$ cat config.mk
export PLATFORM = sky130hd
export DESIGN_NAME = port_a_pin_function_priority_mux
export DESIGN_NICKNAME = d
export VERILOG_FILES = /design/src/port_mux_pkg.sv /design/src/pin_priority_cell.sv /design/src/port_a_pin_function_priority_mux.sv
export SDC_FILE = /design/constraint.sdc
export NUM_CORES = 1
export LEC_CHECK = 0
export BUFFER_PORTS_ARGS = -buffer_cell sky130_fd_sc_hd__buf_2
export CAP_MARGIN = 25
export CORE_MARGIN = 4
export CORE_UTILIZATION = 30
export CTS_BUF_LIST = sky130_fd_sc_hd__clkbuf_4
export DETAILED_ROUTE_END_ITERATION = 6
export SLEW_MARGIN = 30
export SYNTH_ARGS = -nofsm -noshare
export SYNTH_HDL_FRONTEND = slang
export SYNTH_SLANG_ARGS = --single-unit
$ cat constraint.sdc
create_clock -name i_sys_clk -period 2 [get_ports i_sys_clk]
set_input_delay 0 -clock i_sys_clk [delete_from_list [all_inputs] [get_ports i_sys_clk]]
set_output_delay 0 -clock i_sys_clk [all_outputs]
set_load 0.05 [all_outputs]
$ cat src/port_mux_pkg.sv
// constants, field layouts and carrier types for the port A pin priority multiplexer
// assumes a 32-bit AXI4-Lite register bus and a single system clock
package port_mux_pkg;

  localparam int DATA_W = 32;
  localparam int ADDR_W = 8;
  localparam int PORT_W = 8;

  // register byte addresses
  localparam logic [ADDR_W-1:0] OFF_ANALOG_SELECT = 8'h00;
  localparam logic [ADDR_W-1:0] OFF_PIN_LEVEL     = 8'h04;
  localparam logic [ADDR_W-1:0] OFF_SLEW_RATE     = 8'h08;
  localparam logic [ADDR_W-1:0] OFF_DIRECTION     = 8'h0C;
  localparam logic [ADDR_W-1:0] OFF_OSC_CONFIG    = 8'h10;
  localparam logic [ADDR_W-1:0] OFF_PIN_STATUS    = 8'h14;

  // implemented bits, all others read as zero
  localparam logic [PORT_W-1:0] ANALOG_MASK = 8'h2F;
  localparam logic [PORT_W-1:0] SLEW_MASK   = 8'h1F;
  localparam logic [PORT_W-1:0] OSC_MASK    = 8'h1F;

  // reset values
  localparam logic [PORT_W-1:0] ANALOG_RST = 8'h2F;
  localparam logic [PORT_W-1:0] LATCH_RST  = 8'h00;
  localparam logic [PORT_W-1:0] SLEW_RST   = 8'h1F;
  localparam logic [PORT_W-1:0] DIR_RST    = 8'hFF;
  localparam logic [PORT_W-1:0] OSC_RST    = 8'h18;

  // oscillator configuration fields
  localparam int OSC_MODE_LSB     = 0;
  localparam int OSC_MODE_W       = 2;
  localparam int OSC_CLKOUT_BIT   = 2;
  localparam int OSC_PKG28_BIT    = 3;
  localparam int OSC_CAPTURE_COMPARE_FIVE_DEF_BIT = 4;

  // pin positions with special functions
  localparam int BIT_SR_COMP1 = 4;
  localparam int BIT_SR_COMP2 = 5;
  localparam int BIT_OSC_OUT  = 6;
  localparam int BIT_OSC_IN   = 7;

  // instruction clock: toggle every two system cycles gives one quarter rate
  localparam int CLKOUT_HALF_PERIOD = 2;

  localparam logic [1:0] RESP_OKAY   = 2'h0;
  localparam logic [1:0] RESP_SLVERR = 2'h2;

  typedef enum logic [OSC_MODE_W-1:0] {
    OSC_INTERNAL,
    OSC_RC,
    OSC_CRYSTAL,
    OSC_EXT_CLOCK
  } osc_mode_t;

  // competing peripheral outputs, each with its own enable
  typedef struct packed {
    logic latch_set_output_en;
    logic latch_set_output;
    logic latch_inverse_output_en;
    logic latch_inverse_output;
    logic comparator_one_output_en;
    logic comparator_one_output;
    logic comparator_two_output_en;
    logic comparator_two_output;
    logic capture_compare_five_en;
    logic capture_compare_five;
  } periph_t;

  // winner of one pin's priority list
  typedef struct packed {
    logic drive;
    logic value;
  } pin_drive_t;

endpackage : port_mux_pkg

$ cat src/pin_priority_cell.sv
// one pin's output priority selector, entry 0 ranks highest
// assumes requests come from logic on the same clock; purely combinational
`timescale 1ns/10ps
module pin_priority_cell #(
  parameter int N = 4
) (
  input  wire logic [N-1:0]            i_en,
  input  wire logic [N-1:0]            i_val,
  output port_mux_pkg::pin_drive_t     o_drive
);

  function automatic port_mux_pkg::pin_drive_t pick(input logic [N-1:0] en,
                                                     input logic [N-1:0] val);
    port_mux_pkg::pin_drive_t r;
    r = '0;
    for (int k = N - 1; k >= 0; k--) begin
      if (en[k]) begin
        r.drive = 1'b1;
        r.value = val[k];
      end
    end
    return r;
  endfunction : pick

  always_comb begin
    o_drive = pick(i_en, i_val);
  end

endmodule : pin_priority_cell

$ cat src/port_a_pin_function_priority_mux.sv
// port A pin function priority multiplexer with AXI4-Lite register access
// assumes peripheral outputs arrive on the system clock; pin inputs are asynchronous
//
// Notes on behaviour
// - highest ranked enabled function owns the pin
// - port A pin ranking fixed per bit
// - peripherals outrank latch
// - variant and relocation fuse shape lists
// - analog inputs live only in analog mode
// - digital outputs still win in analog mode
// - pin 6 latch output only internal, no clockout
// - pin 6 input only internal, no clockout
// - rc mode drives quarter rate clock on 6
// - external oscillator modes disable pin 7 output
// - external oscillator modes disable pin 7 input
// - crystal mode pin 6 drives resonator
// - unimplemented register bits read zero
// - direction 1 input, 0 drives latch
// - pin 4 digital input after reset
//
// The implementer's own choices: the AXI4-Lite slave port and the placing of the registers.
`timescale 1ns/10ps
module port_a_pin_function_priority_mux #(
  parameter int PORT_W = port_mux_pkg::PORT_W
) (
  input  wire logic                              i_sys_clk,
  input  wire logic                              i_rst,
  // AXI4-Lite slave
  input  wire logic [port_mux_pkg::ADDR_W-1:0]   s_axi_awaddr,
  input  wire logic                              s_axi_awvalid,
  output logic                                   s_axi_awready,
  input  wire logic [port_mux_pkg::DATA_W-1:0]   s_axi_wdata,
  input  wire logic [3:0]                        s_axi_wstrb,
  input  wire logic                              s_axi_wvalid,
  output logic                                   s_axi_wready,
  output logic [1:0]                             s_axi_bresp,
  output logic                                   s_axi_bvalid,
  input  wire logic                              s_axi_bready,
  input  wire logic [port_mux_pkg::ADDR_W-1:0]   s_axi_araddr,
  input  wire logic                              s_axi_arvalid,
  output logic                                   s_axi_arready,
  output logic [port_mux_pkg::DATA_W-1:0]        s_axi_rdata,
  output logic [1:0]                             s_axi_rresp,
  output logic                                   s_axi_rvalid,
  input  wire logic                              s_axi_rready,
  // competing peripherals
  input  wire port_mux_pkg::periph_t             i_periph,
  // pins
  input  wire logic [PORT_W-1:0]                 i_pin_in,
  output logic [PORT_W-1:0]                      o_pin_out,
  output logic [PORT_W-1:0]                      o_pin_oe_n,
  output logic [PORT_W-1:0]                      o_analog_en,
  output logic [PORT_W-1:0]                      o_digital_in,
  output logic                                   o_instruction_clock_out
);

  // ---------------- registers ----------------
  logic [PORT_W-1:0] analog_select_reg;
  logic [PORT_W-1:0] output_latch_reg;
  logic [PORT_W-1:0] slew_reg;
  logic [PORT_W-1:0] direction_reg;
  logic [PORT_W-1:0] osc_cfg_reg;

  // ---------------- pin synchroniser ----------------
  logic [PORT_W-1:0] pin_meta_reg;
  logic [PORT_W-1:0] pin_sync_reg;

  always_ff @(posedge i_sys_clk) begin
    if (i_rst) begin
      pin_meta_reg <= '0;
      pin_sync_reg <= '0;
    end else begin
      pin_meta_reg <= i_pin_in;
      pin_sync_reg <= pin_meta_reg;
    end
  end

  // ---------------- oscillator decode ----------------
  port_mux_pkg::osc_mode_t osc_mode;
  logic                    clkout_en;
  logic                    pkg_28pin;
  logic                    capture_compare_five_default_pin;
  logic                    osc_internal;
  logic                    osc_external;

  always_comb begin
    osc_mode = port_mux_pkg::osc_mode_t'(
      osc_cfg_reg[port_mux_pkg::OSC_MODE_LSB +: port_mux_pkg::OSC_MODE_W]);
    clkout_en        = osc_cfg_reg[port_mux_pkg::OSC_CLKOUT_BIT];
    pkg_28pin        = osc_cfg_reg[port_mux_pkg::OSC_PKG28_BIT];
    capture_compare_five_default_pin = osc_cfg_reg[port_mux_pkg::OSC_CAPTURE_COMPARE_FIVE_DEF_BIT];
    osc_internal     = (osc_mode == port_mux_pkg::OSC_INTERNAL);
    osc_external     = !osc_internal;
  end

  // instruction clock at one quarter of the oscillator rate
  logic [1:0] clkdiv_reg;
  logic       iclk_reg;

  always_ff @(posedge i_sys_clk) begin
    if (i_rst) begin
      clkdiv_reg <= '0;
      iclk_reg   <= 1'b0;
    end else if (clkdiv_reg == 2'(port_mux_pkg::CLKOUT_HALF_PERIOD - 1)) begin
      clkdiv_reg <= '0;
      iclk_reg   <= !iclk_reg;
    end else begin
      clkdiv_reg <= clkdiv_reg + 2'h1;
    end
  end

  // ---------------- priority lists ----------------
  port_mux_pkg::pin_drive_t drive [PORT_W];
  logic capture_compare_five_on_pin4;
  logic pin6_latch_ok;
  logic pin7_latch_ok;
  logic osc_out_clock;
  logic osc_out_crystal;

  always_comb begin
    capture_compare_five_on_pin4    = pkg_28pin && capture_compare_five_default_pin;
    pin6_latch_ok   = osc_internal && !clkout_en;
    pin7_latch_ok   = osc_internal;
    osc_out_clock   = (osc_mode == port_mux_pkg::OSC_RC) || (osc_internal && clkout_en);
    osc_out_crystal = (osc_mode == port_mux_pkg::OSC_CRYSTAL);
  end

  // bits 0 to 3 carry only the latch; peripherals never outrank them here
  for (genvar b = 0; b < port_mux_pkg::BIT_SR_COMP1; b++) begin : g_plain
    pin_priority_cell #(.N(1)) u_cell (
      .i_en    (!direction_reg[b]),
      .i_val   (output_latch_reg[b]),
      .o_drive (drive[b])
    );
  end

  // bit 4: set output, comparator one, capture/compare five, latch
  pin_priority_cell #(.N(4)) u_cell4 (
    .i_en    ({!direction_reg[port_mux_pkg::BIT_SR_COMP1],
               i_periph.capture_compare_five_en && capture_compare_five_on_pin4,
               i_periph.comparator_one_output_en,
               i_periph.latch_set_output_en}),
    .i_val   ({output_latch_reg[port_mux_pkg::BIT_SR_COMP1],
               i_periph.capture_compare_five,
               i_periph.comparator_one_output,
               i_periph.latch_set_output}),
    .o_drive (drive[port_mux_pkg::BIT_SR_COMP1])
  );

  // bit 5: inverse output, comparator two, latch
  pin_priority_cell #(.N(3)) u_cell5 (
    .i_en    ({!direction_reg[port_mux_pkg::BIT_SR_COMP2],
               i_periph.comparator_two_output_en,
               i_periph.latch_inverse_output_en}),
    .i_val   ({output_latch_reg[port_mux_pkg::BIT_SR_COMP2],
               i_periph.comparator_two_output,
               i_periph.latch_inverse_output}),
    .o_drive (drive[port_mux_pkg::BIT_SR_COMP2])
  );

  // bit 6: crystal output, clock out, latch
  pin_priority_cell #(.N(3)) u_cell6 (
    .i_en    ({!direction_reg[port_mux_pkg::BIT_OSC_OUT] && pin6_latch_ok,
               osc_out_clock,
               osc_out_crystal}),
    .i_val   ({output_latch_reg[port_mux_pkg::BIT_OSC_OUT],
               iclk_reg,
               !pin_sync_reg[port_mux_pkg::BIT_OSC_IN]}),
    .o_drive (drive[port_mux_pkg::BIT_OSC_OUT])
  );

  // bit 7: latch only, and only while the oscillator is internal
  pin_priority_cell #(.N(1)) u_cell7 (
    .i_en    (!direction_reg[port_mux_pkg::BIT_OSC_IN] && pin7_latch_ok),
    .i_val   (output_latch_reg[port_mux_pkg::BIT_OSC_IN]),
    .o_drive (drive[port_mux_pkg::BIT_OSC_IN])
  );

  // ---------------- pin outputs ----------------
  logic [PORT_W-1:0] drive_en;
  logic [PORT_W-1:0] drive_val;
  logic [PORT_W-1:0] dig_in_en;

  always_comb begin
    for (int b = 0; b < PORT_W; b++) begin
      drive_en[b]  = drive[b].drive;
      drive_val[b] = drive[b].value;
    end
    // digital input buffer off for analog pins and oscillator-owned pins
    dig_in_en = ~(analog_select_reg & port_mux_pkg::ANALOG_MASK);
    dig_in_en[port_mux_pkg::BIT_OSC_OUT] = pin6_latch_ok;
    dig_in_en[port_mux_pkg::BIT_OSC_IN]  = !osc_external;
  end

  // winner's value and enable register together so they reach the pin on one edge
  always_ff @(posedge i_sys_clk) begin
    if (i_rst) begin
      o_pin_out  <= '0;
      o_pin_oe_n <= '1;
    end else begin
      o_pin_out  <= drive_val;
      o_pin_oe_n <= ~drive_en;
    end
  end

  always_ff @(posedge i_sys_clk) begin
    if (i_rst) begin
      o_analog_en  <= port_mux_pkg::ANALOG_RST & port_mux_pkg::ANALOG_MASK;
      o_digital_in <= '0;
    end else begin
      o_analog_en  <= analog_select_reg & port_mux_pkg::ANALOG_MASK;
      o_digital_in <= pin_sync_reg & dig_in_en;
    end
  end

  always_ff @(posedge i_sys_clk) begin
    if (i_rst) begin
      o_instruction_clock_out <= 1'b0;
    end else begin
      o_instruction_clock_out <= iclk_reg;
    end
  end

  // ---------------- AXI4-Lite write path ----------------
  logic                              aw_held_reg;
  logic [port_mux_pkg::ADDR_W-1:0]   aw_addr_reg;
  logic                              w_held_reg;
  logic [port_mux_pkg::DATA_W-1:0]   w_data_reg;
  logic                              w_lane0_reg;
  logic                              do_write;
  logic                              wr_hit;
  logic                              aw_held_next;
  logic                              w_held_next;
  logic                              bvalid_next;

  always_ff @(posedge i_sys_clk) begin
    if (i_rst) begin
      aw_held_reg <= 1'b0;
      aw_addr_reg <= '0;
    end else if (s_axi_awvalid && s_axi_awready) begin
      aw_held_reg <= 1'b1;
      aw_addr_reg <= s_axi_awaddr;
    end else if (do_write) begin
      aw_held_reg <= 1'b0;
    end
  end

  always_ff @(posedge i_sys_clk) begin
    if (i_rst) begin
      w_held_reg  <= 1'b0;
      w_data_reg  <= '0;
      w_lane0_reg <= 1'b0;
    end else if (s_axi_wvalid && s_axi_wready) begin
      w_held_reg  <= 1'b1;
      w_data_reg  <= s_axi_wdata;
      w_lane0_reg <= s_axi_wstrb[0];
    end else if (do_write) begin
      w_held_reg <= 1'b0;
    end
  end

  always_comb begin
    do_write     = aw_held_reg && w_held_reg && !s_axi_bvalid;
    aw_held_next = (aw_held_reg || (s_axi_awvalid && s_axi_awready)) && !do_write;
    w_held_next  = (w_held_reg || (s_axi_wvalid && s_axi_wready)) && !do_write;
    bvalid_next  = do_write || (s_axi_bvalid && !s_axi_bready);
  end

  // ready flags are flops that track the next channel state, so the ports stay registered
  always_ff @(posedge i_sys_clk) begin
    if (i_rst) begin
      s_axi_awready <= 1'b1;
      s_axi_wready  <= 1'b1;
    end else begin
      s_axi_awready <= !aw_held_next && !bvalid_next;
      s_axi_wready  <= !w_held_next && !bvalid_next;
    end
  end

  function automatic logic addr_known(input logic [port_mux_pkg::ADDR_W-1:0] a);
    return a == port_mux_pkg::OFF_ANALOG_SELECT || a == port_mux_pkg::OFF_PIN_LEVEL
        || a == port_mux_pkg::OFF_SLEW_RATE || a == port_mux_pkg::OFF_DIRECTION
        || a == port_mux_pkg::OFF_OSC_CONFIG || a == port_mux_pkg::OFF_PIN_STATUS;
  endfunction : addr_known

  always_comb begin
    wr_hit = addr_known(aw_addr_reg) && (aw_addr_reg != port_mux_pkg::OFF_PIN_STATUS);
  end

  always_ff @(posedge i_sys_clk) begin
    if (i_rst) begin
      s_axi_bvalid <= 1'b0;
      s_axi_bresp  <= port_mux_pkg::RESP_OKAY;
    end else if (do_write) begin
      s_axi_bvalid <= 1'b1;
      s_axi_bresp  <= wr_hit ? port_mux_pkg::RESP_OKAY : port_mux_pkg::RESP_SLVERR;
    end else if (s_axi_bready) begin
      s_axi_bvalid <= 1'b0;
    end
  end

  // register file; only byte lane 0 holds data
  always_ff @(posedge i_sys_clk) begin
    if (i_rst) begin
      analog_select_reg <= port_mux_pkg::ANALOG_RST;
      output_latch_reg  <= port_mux_pkg::LATCH_RST;
      slew_reg          <= port_mux_pkg::SLEW_RST;
      direction_reg     <= port_mux_pkg::DIR_RST;
      osc_cfg_reg       <= port_mux_pkg::OSC_RST;
    end else if (do_write && w_lane0_reg) begin
      unique case (aw_addr_reg)
        port_mux_pkg::OFF_ANALOG_SELECT: begin
          analog_select_reg <= w_data_reg[PORT_W-1:0] & port_mux_pkg::ANALOG_MASK;
        end
        port_mux_pkg::OFF_PIN_LEVEL: begin
          output_latch_reg <= w_data_reg[PORT_W-1:0];
        end
        port_mux_pkg::OFF_SLEW_RATE: begin
          slew_reg <= w_data_reg[PORT_W-1:0] & port_mux_pkg::SLEW_MASK;
        end
        port_mux_pkg::OFF_DIRECTION: begin
          direction_reg <= w_data_reg[PORT_W-1:0];
        end
        port_mux_pkg::OFF_OSC_CONFIG: begin
          osc_cfg_reg <= w_data_reg[PORT_W-1:0] & port_mux_pkg::OSC_MASK;
        end
        default: begin
        end
      endcase
    end
  end

  // ---------------- AXI4-Lite read path ----------------
  logic [PORT_W-1:0] rd_byte;

  always_comb begin
    rd_byte = '0;
    unique case (s_axi_araddr)
      port_mux_pkg::OFF_ANALOG_SELECT: rd_byte = analog_select_reg & port_mux_pkg::ANALOG_MASK;
      port_mux_pkg::OFF_PIN_LEVEL:     rd_byte = pin_sync_reg & dig_in_en;
      port_mux_pkg::OFF_SLEW_RATE:     rd_byte = slew_reg & port_mux_pkg::SLEW_MASK;
      port_mux_pkg::OFF_DIRECTION:     rd_byte = direction_reg;
      port_mux_pkg::OFF_OSC_CONFIG:    rd_byte = osc_cfg_reg & port_mux_pkg::OSC_MASK;
      port_mux_pkg::OFF_PIN_STATUS:    rd_byte = ~o_pin_oe_n;
      default:                         rd_byte = '0;
    endcase
  end

  // arready is kept as the inverse of rvalid in a flop of its own
  always_ff @(posedge i_sys_clk) begin
    if (i_rst) begin
      s_axi_arready <= 1'b1;
      s_axi_rvalid  <= 1'b0;
      s_axi_rdata   <= '0;
      s_axi_rresp   <= port_mux_pkg::RESP_OKAY;
    end else if (s_axi_arvalid && s_axi_arready) begin
      s_axi_arready <= 1'b0;
      s_axi_rvalid <= 1'b1;
      s_axi_rdata  <= {{(port_mux_pkg::DATA_W - PORT_W){1'b0}}, rd_byte};
      s_axi_rresp  <= addr_known(s_axi_araddr) ? port_mux_pkg::RESP_OKAY
                                               : port_mux_pkg::RESP_SLVERR;
    end else if (s_axi_rready) begin
      s_axi_arready <= 1'b1;
      s_axi_rvalid  <= 1'b0;
    end
  end

endmodule : port_a_pin_function_priority_mux

==> impl_metrics.toml, run 1 <==
[status]
status = "finished, final reports clean"

[power_and_ir_drop]
peakVddDrop_mv = 0.385
share_clk_of_total_power = 0.390
comb_power_share = 0.130
p_sw_frac = 0.281
seq_power_share = 0.480
power.internal_mw = 3.59
power_density_nw_per_um2 = 817
power.static_leakage_nw = 2.56
net_switching_mw = 1.41

[logic_synthesis]
register_bit_total_from_synthesis = 114
yosys_warnings = 0
post_synth_instance_area_um2 = 4480
post_synthesis_cells = 477
netlist.top_cell.by_area = "dfxtp_1"
synth_top_cells_by_count = "dfxtp_1, nor2_1, nand2_1"
post_synth_num_cell_types = 50
synth_edf_count = 0
synth_top_area_share = 0.509
synthArstFlopShare = 0
synth-seq-area-share = 0.509
synth_top_cells_by_area = "dfxtp_1, buf_4, mux2i_1"
post-synth-top-count-cell = "dfxtp_1"
post_synth_top_flop = "dfxtp_1"
postSynthAreaPerCell_um2 = 9.39

[layout]
layout.nets = 725
syn_to_final_growth_pct = 36.5
antenna_diode_instance_count = 0
layout-drive-gt1-share = 0.238
finalCoreUtilization = 0.419

[timing]
timing.final.hold_violations = 0
highest_achievable_clock_rate_mhz = 505
fin_skew_ns = 0.0182
period_minus_slack_ns = 1.98
post-route-period-util = 0.990
worstMarginPinSlew_ns = 0.637
finalMaxSlewViolations = 0
setup_viol = 0
rsz0062_at_grt = "no"
totalNegativeSetupSlack_ns = 0
relSlewSlack = 0.574

[global_route]
grt_max_degree = 74
grt_overflow_total = 0
grt_pass1_wl_um = 17900
groute.usage.overall = 0.136
vias_in_the_first_global_route = 3746
initial_antenna_violation_count = 0

[placement]
post_detail_place_hpwl_um = 8040
gp_congestion = 0.808
numPortBuffers = 94

[floorplan]
design.core.area_um2 = 14600
total_die_area_um2 = 16900
die-height_um = 130
placementRows = 44
die_width_um = 130
initial_utilization = 0.307
boundaryPins = 151

[setup_path]
reg2reg_setup_slack_ns = 0.14
rr_worst_depth = 5
critical_path.max_fanout = 13
arrival_ns = 2.42
path_class = "in2reg"
path_delay_family = "buffers and inverters"
regToRegEndpoint = "direction_reg[7]"
path_buf_inv = 3
crit_path_cell_trace = "dlygate4sd3_1 -> buf_2 -> or4b_1 -> a21oi_1 -> o21ai_0 -> dlygate4sd3_1 -> a211oi_1"
required_ns = 2.44
timing.critical_path.to_type = "flop"
timing.critical_path.from_type = "input pin"
cp_slowest_cell = "or4b_1"
crit_path_max_incr_delay_ns = 0.67
cell_repeated_most_along_the_worst_path = "dlygate4sd3_1"
critical_path.reg2reg.startpoint = "aw_addr_reg[0]"

[route]
vias = 3748
viasPerCell = 4.44
antenna_violating_nets_post_route = 0
drt_wl_total_um = 11300
detailedRoute.firstPassIterationCount = 5
avgRoutedWirePerCell_um = 13.4
drc_violations_left = 0
drt-initial-drc-count = 161

[clock_network]
cts_setup_buffers = 0
tritoncts_clock_tree = "built"
cts.htree.levels = 4
insertion_delay_ns = 0.53
max-clock-path-buffers = 2
numCtsBuffers = 17
clock_transition_at_path_regs_ns = 0.12
cts_sinks = 114
ctsRootBufferMaster = "clkbuf_4"

[hold_path]
min-delay-start = "s_axi_araddr[1]"
hold_path_sink = "s_axi_rdata[7]"
hold_depth = 5
hp-class = "in2reg"

[flow_run]
drv.max_cap_violation_count = 0
through the flow:
stage / cells / power, mW / worst slack, ns / hold WS (ns) / instance area (µm²)
finish: 844 / 5.00 / 0.0191 / 0.104 / 6110
CTS: 844 / 5.06 / 0.0643 / 0.0249 / 6100
global route: 844 / 5.23 / 0.00851 / 0.0726 / 6110
global placement: 739 / 2.97 / 0.118 / 0.212 / 5040
detailed placement: 739 / 2.98 / 0.0940 / 0.223 / 5040
floorplan: 505 / 2.89 / 0.0792 / 0.128 / 4580
cell usage in the layout, fill, tap and decap left out, drive strengths merged, types with 5 or more instances in the layout:
| cell type | instances |
|---|---|
| or2 | 10 |
| dfxtp | 114 |
| inv | 19 |
| a31oi | 5 |
| dlygate4sd3 | 73 |
| a211oi | 6 |
| a21oi | 34 |
| nor2 | 54 |
| nor2b | 29 |
| nand2b | 6 |
| conb | 29 |
| a211o | 10 |
| mux2i | 21 |
| buf | 102 |
| nor3 | 5 |
| clkbuf | 17 |
| nand2 | 46 |
power groups by stage:
stage	clock [mW]	sequential, mW	combinational (mW)
after floorplan	0	2.52	0.370
after global placement	0	2.45	0.525
after detailed placement	0	2.45	0.535
after CTS	2.02	2.40	0.649
after global routing	2.12	2.41	0.711
final	1.95	2.40	0.652
per-layer routing:
layer  global-route usage  vias to the layer above  share of wire
met5                    0                        -              0
met4               0.0568                        0          0.021
met3               0.0463                       22          0.068
met2                0.232                      118           0.48
met1                0.157                     1694           0.43
li1                     -                     1914              -
cell type report:
cell class	instances	area [µm²]
Multi-Input combinational cell	324	1930
Tap cell	184	230
Sequential cell	114	2280
Clock inverter	15	204
Fill cell	1405	8470
Timing Repair Buffer	175	1290
Inverter	15	56.3
Clock buffer	17	128
worst register-to-register path, stage by stage, from the launching register on:
cell and delay (ns):
dfxtp_1 0.32, or4_4 0.59, nor4_4 0.33, buf_12 0.19
nor2b_1 0.06, a211o_1 0.26
how the worst max path moves through the flow:
stage / start / to / slack [ns] / cells past startpoint
floorplan: aw_addr_reg[0] / direction_reg[5] / 0.08 / 6
global placement: aw_addr_reg[0] / output_latch_reg[5] / 0.12 / 4
detailed placement: aw_addr_reg[0] / slew_reg[2] / 0.09 / 4
CTS: s_axi_araddr[3] / s_axi_rdata[4] / 0.06 / 7
global route: s_axi_araddr[3] / s_axi_rdata[4] / 0.009 / 7
finish: s_axi_araddr[3] / s_axi_rdata[4] / 0.02 / 7
kinds of logic (layout without fill, tap and decap cells):
group | count (synthesis) | count (layout) | share of synthesized area
compound gates | 88 | 88 | 0.133
mux | 23 | 23 | 0.0520
other cells | 1 | 29 | 0.000837
simple gates | 182 | 182 | 0.215
xor+xnor | 1 | 1 | 0.00196
fa+ha+maj | 1 | 1 | 0.00279
flops | 114 | 114 | 0.509
buf+inv | 67 | 222 | 0.0858
what timing repair did:
| action | 4_1_cts | 5_1_grt |
|---|---|---|
| endpoints found under the setup margin | 0 | 11 |
| gates resized for setup | 0 | 2 |
| hold buffers | 73 | 0 |
| endpoints found under the hold margin | 47 | 0 |
(Power assumes the default switching activity.)
==> inputs of run 2 (changes only) <==
--- a/config.mk
+++ b/config.mk
@@ -11,6 +11,7 @@
 export CORE_UTILIZATION = 30
 export CTS_BUF_LIST = sky130_fd_sc_hd__clkbuf_4
 export DETAILED_ROUTE_END_ITERATION = 6
+export SETUP_SLACK_MARGIN = 0.4
 export SLEW_MARGIN = 30
 export SYNTH_ARGS = -nofsm -noshare
 export SYNTH_HDL_FRONTEND = slang
==> run 2 against run 1 <==
Flip-flop and latch count stayed put. Wire length up 3.3%. First-iteration DRC count rose by 28%. Critical path depth down 3. Non-clock buffer count increased by 2. Combinational power up 1%. Sequential power about the same. Critical endpoint is now output_latch_reg[7]. Highest routed layer unchanged.
==> impl_metrics.toml, run 2 (synthesis results as in run 1) <==
[floorplan]
total_die_area_um2 = 16900
placementRows = 44
initial_utilization = 0.307
die-height_um = 130
design.core.area_um2 = 14600
boundaryPins = 151
die_width_um = 130

[clock_network]
clock_transition_at_path_regs_ns = 0.11
ctsRootBufferMaster = "clkbuf_4"
cts.htree.levels = 4
cts_sinks = 114
numCtsBuffers = 17
max-clock-path-buffers = 2
insertion_delay_ns = 0.53
tritoncts_clock_tree = "built"

[hold_path]
hp-class = "in2reg"
min-delay-start = "s_axi_araddr[1]"

[layout]
area_of_combinational_cells_with_multiple_inputs_um2 = 1970
seqCellArea_um2 = 2290
layout.cells.most_common = "dfxtp_1"
layout_common_cells = "dfxtp_1, buf_2, dlygate4sd3_1"
antenna_diode_instance_count = 0
final.fill_count = 1451
layout-drive-gt1-share = 0.261
syn_to_final_growth_pct = 37.8
layout.nets = 727
instances_no_fill = 846
finalCoreUtilization = 0.423

[setup_path]
timing.critical_path.to_type = "flop"
setup.worst_path.start = "aw_addr_reg[6]"
path_class = "reg2reg"
arrival_ns = 2.24
timing.critical_path.from_type = "flop"
required_ns = 2.41
critical_path.max_fanout = 8
critical_path.reg2reg.startpoint = "aw_addr_reg[6]"
reg2reg_setup_slack_ns = 0.17

[global_route]
vias_in_the_first_global_route = 3665
grt_pass1_wl_um = 18200
initial_antenna_violation_count = 0
grt_max_degree = 39
groute.usage.overall = 0.139
grt_overflow_total = 0

[placement]
place_inst = 741
place_ws_ns = 0.0838
numPortBuffers = 94
gp_congestion = 0.803
post_detail_place_hpwl_um = 8210

[route]
drt_wl_total_um = 11700
drt-initial-drc-count = 206
antenna_violating_nets_post_route = 0
avgRoutedWirePerCell_um = 13.8
detailedRoute.firstPassIterationCount = 4
vias = 3885
drc_violations_left = 0
viasPerCell = 4.59

[timing]
fin_skew_ns = 0.0164
fin_ws_ns = 0.173
rsz0062_at_grt = "yes"
worstMarginPinSlew_ns = 0.637
setup_viol = 0
timing.final.hold_violations = 0
totalNegativeSetupSlack_ns = 0
highest_achievable_clock_rate_mhz = 547
period_minus_slack_ns = 1.83
finalMaxSlewViolations = 0
post-route-period-util = 0.914
hold-worst-slack_ns = 0.0604
relSlewSlack = 0.576

[flow_run]
drv.max_cap_violation_count = 0

[power_and_ir_drop]
power.static_leakage_nw = 2.61
peakVddDrop_mv = 0.323
power_density_nw_per_um2 = 813

[status]
status = "finished, final reports clean"
-- run 2: report_power, final --
group	leakage [nW]	switching (mW)	internal [mW]	total, mW
clock	0.171	0.952	1.01	1.96
sequential	0.932	0.0550	2.34	2.40
combinational	1.51	0.416	0.244	0.661
-- run 2: what timing repair did --
item,4_1_cts,5_1_grt
resized for setup,9,13
setup endpoints to repair,31,54
cloned,1,0
pin swaps,5,7
hold buffers,68,0
buffers inserted,3,1
hold endpoints to repair,49,0
-- run 2: worst max-delay path, stage by stage (launching register included) --
cell and delay (ns):
dfxtp_2 0.34, or4_4 0.58, or4_4 0.55, mux2i_1 0.19, nor2_1 0.06
-- run 2: metal layers --
layer  track usage  routed length [µm]  share of wire  vias to the layer above
met2         0.230                5570           0.48                      131
met5             0                   0              0                        -
met1         0.171                5060           0.43                     1800
met3        0.0401                 819          0.070                       22
met4        0.0562                 223          0.019                        0
li1              -                   -              -                     1932
-- run 2: final timing paths --
| check | to | depth (start not counted) |
|---|---|---|
| setup / recovery | output_latch_reg[7] | 4 |
| hold / removal | s_axi_rdata[7] | 5 |
| setup reg to reg | output_latch_reg[7] | 4 |
| hold reg to reg | o_pin_out[1] | 2 |
-- run 2: cell type report --
cell class                 instances  share of cell area
inverter                          15             0.00912
sequential                       114               0.370
clock inverter                    15              0.0332
multi-input combinational        324               0.319
timing repair buffer             177               0.210
tap                              184              0.0373
clock buffer                      17              0.0207
-- run 2: metrics by stage --
| stage | area (µm²) | total power [mW] |
|---|---|---|
| 5_1_grt | 6170 | 5.24 |
| 3_5_place_dp | 5050 | 2.99 |
| 4_1_cts | 6130 | 5.07 |
| 2_1_floorplan | 4590 | 2.89 |
| 6_report | 6170 | 5.02 |
| 3_3_place_gp | 5050 | 2.97 |
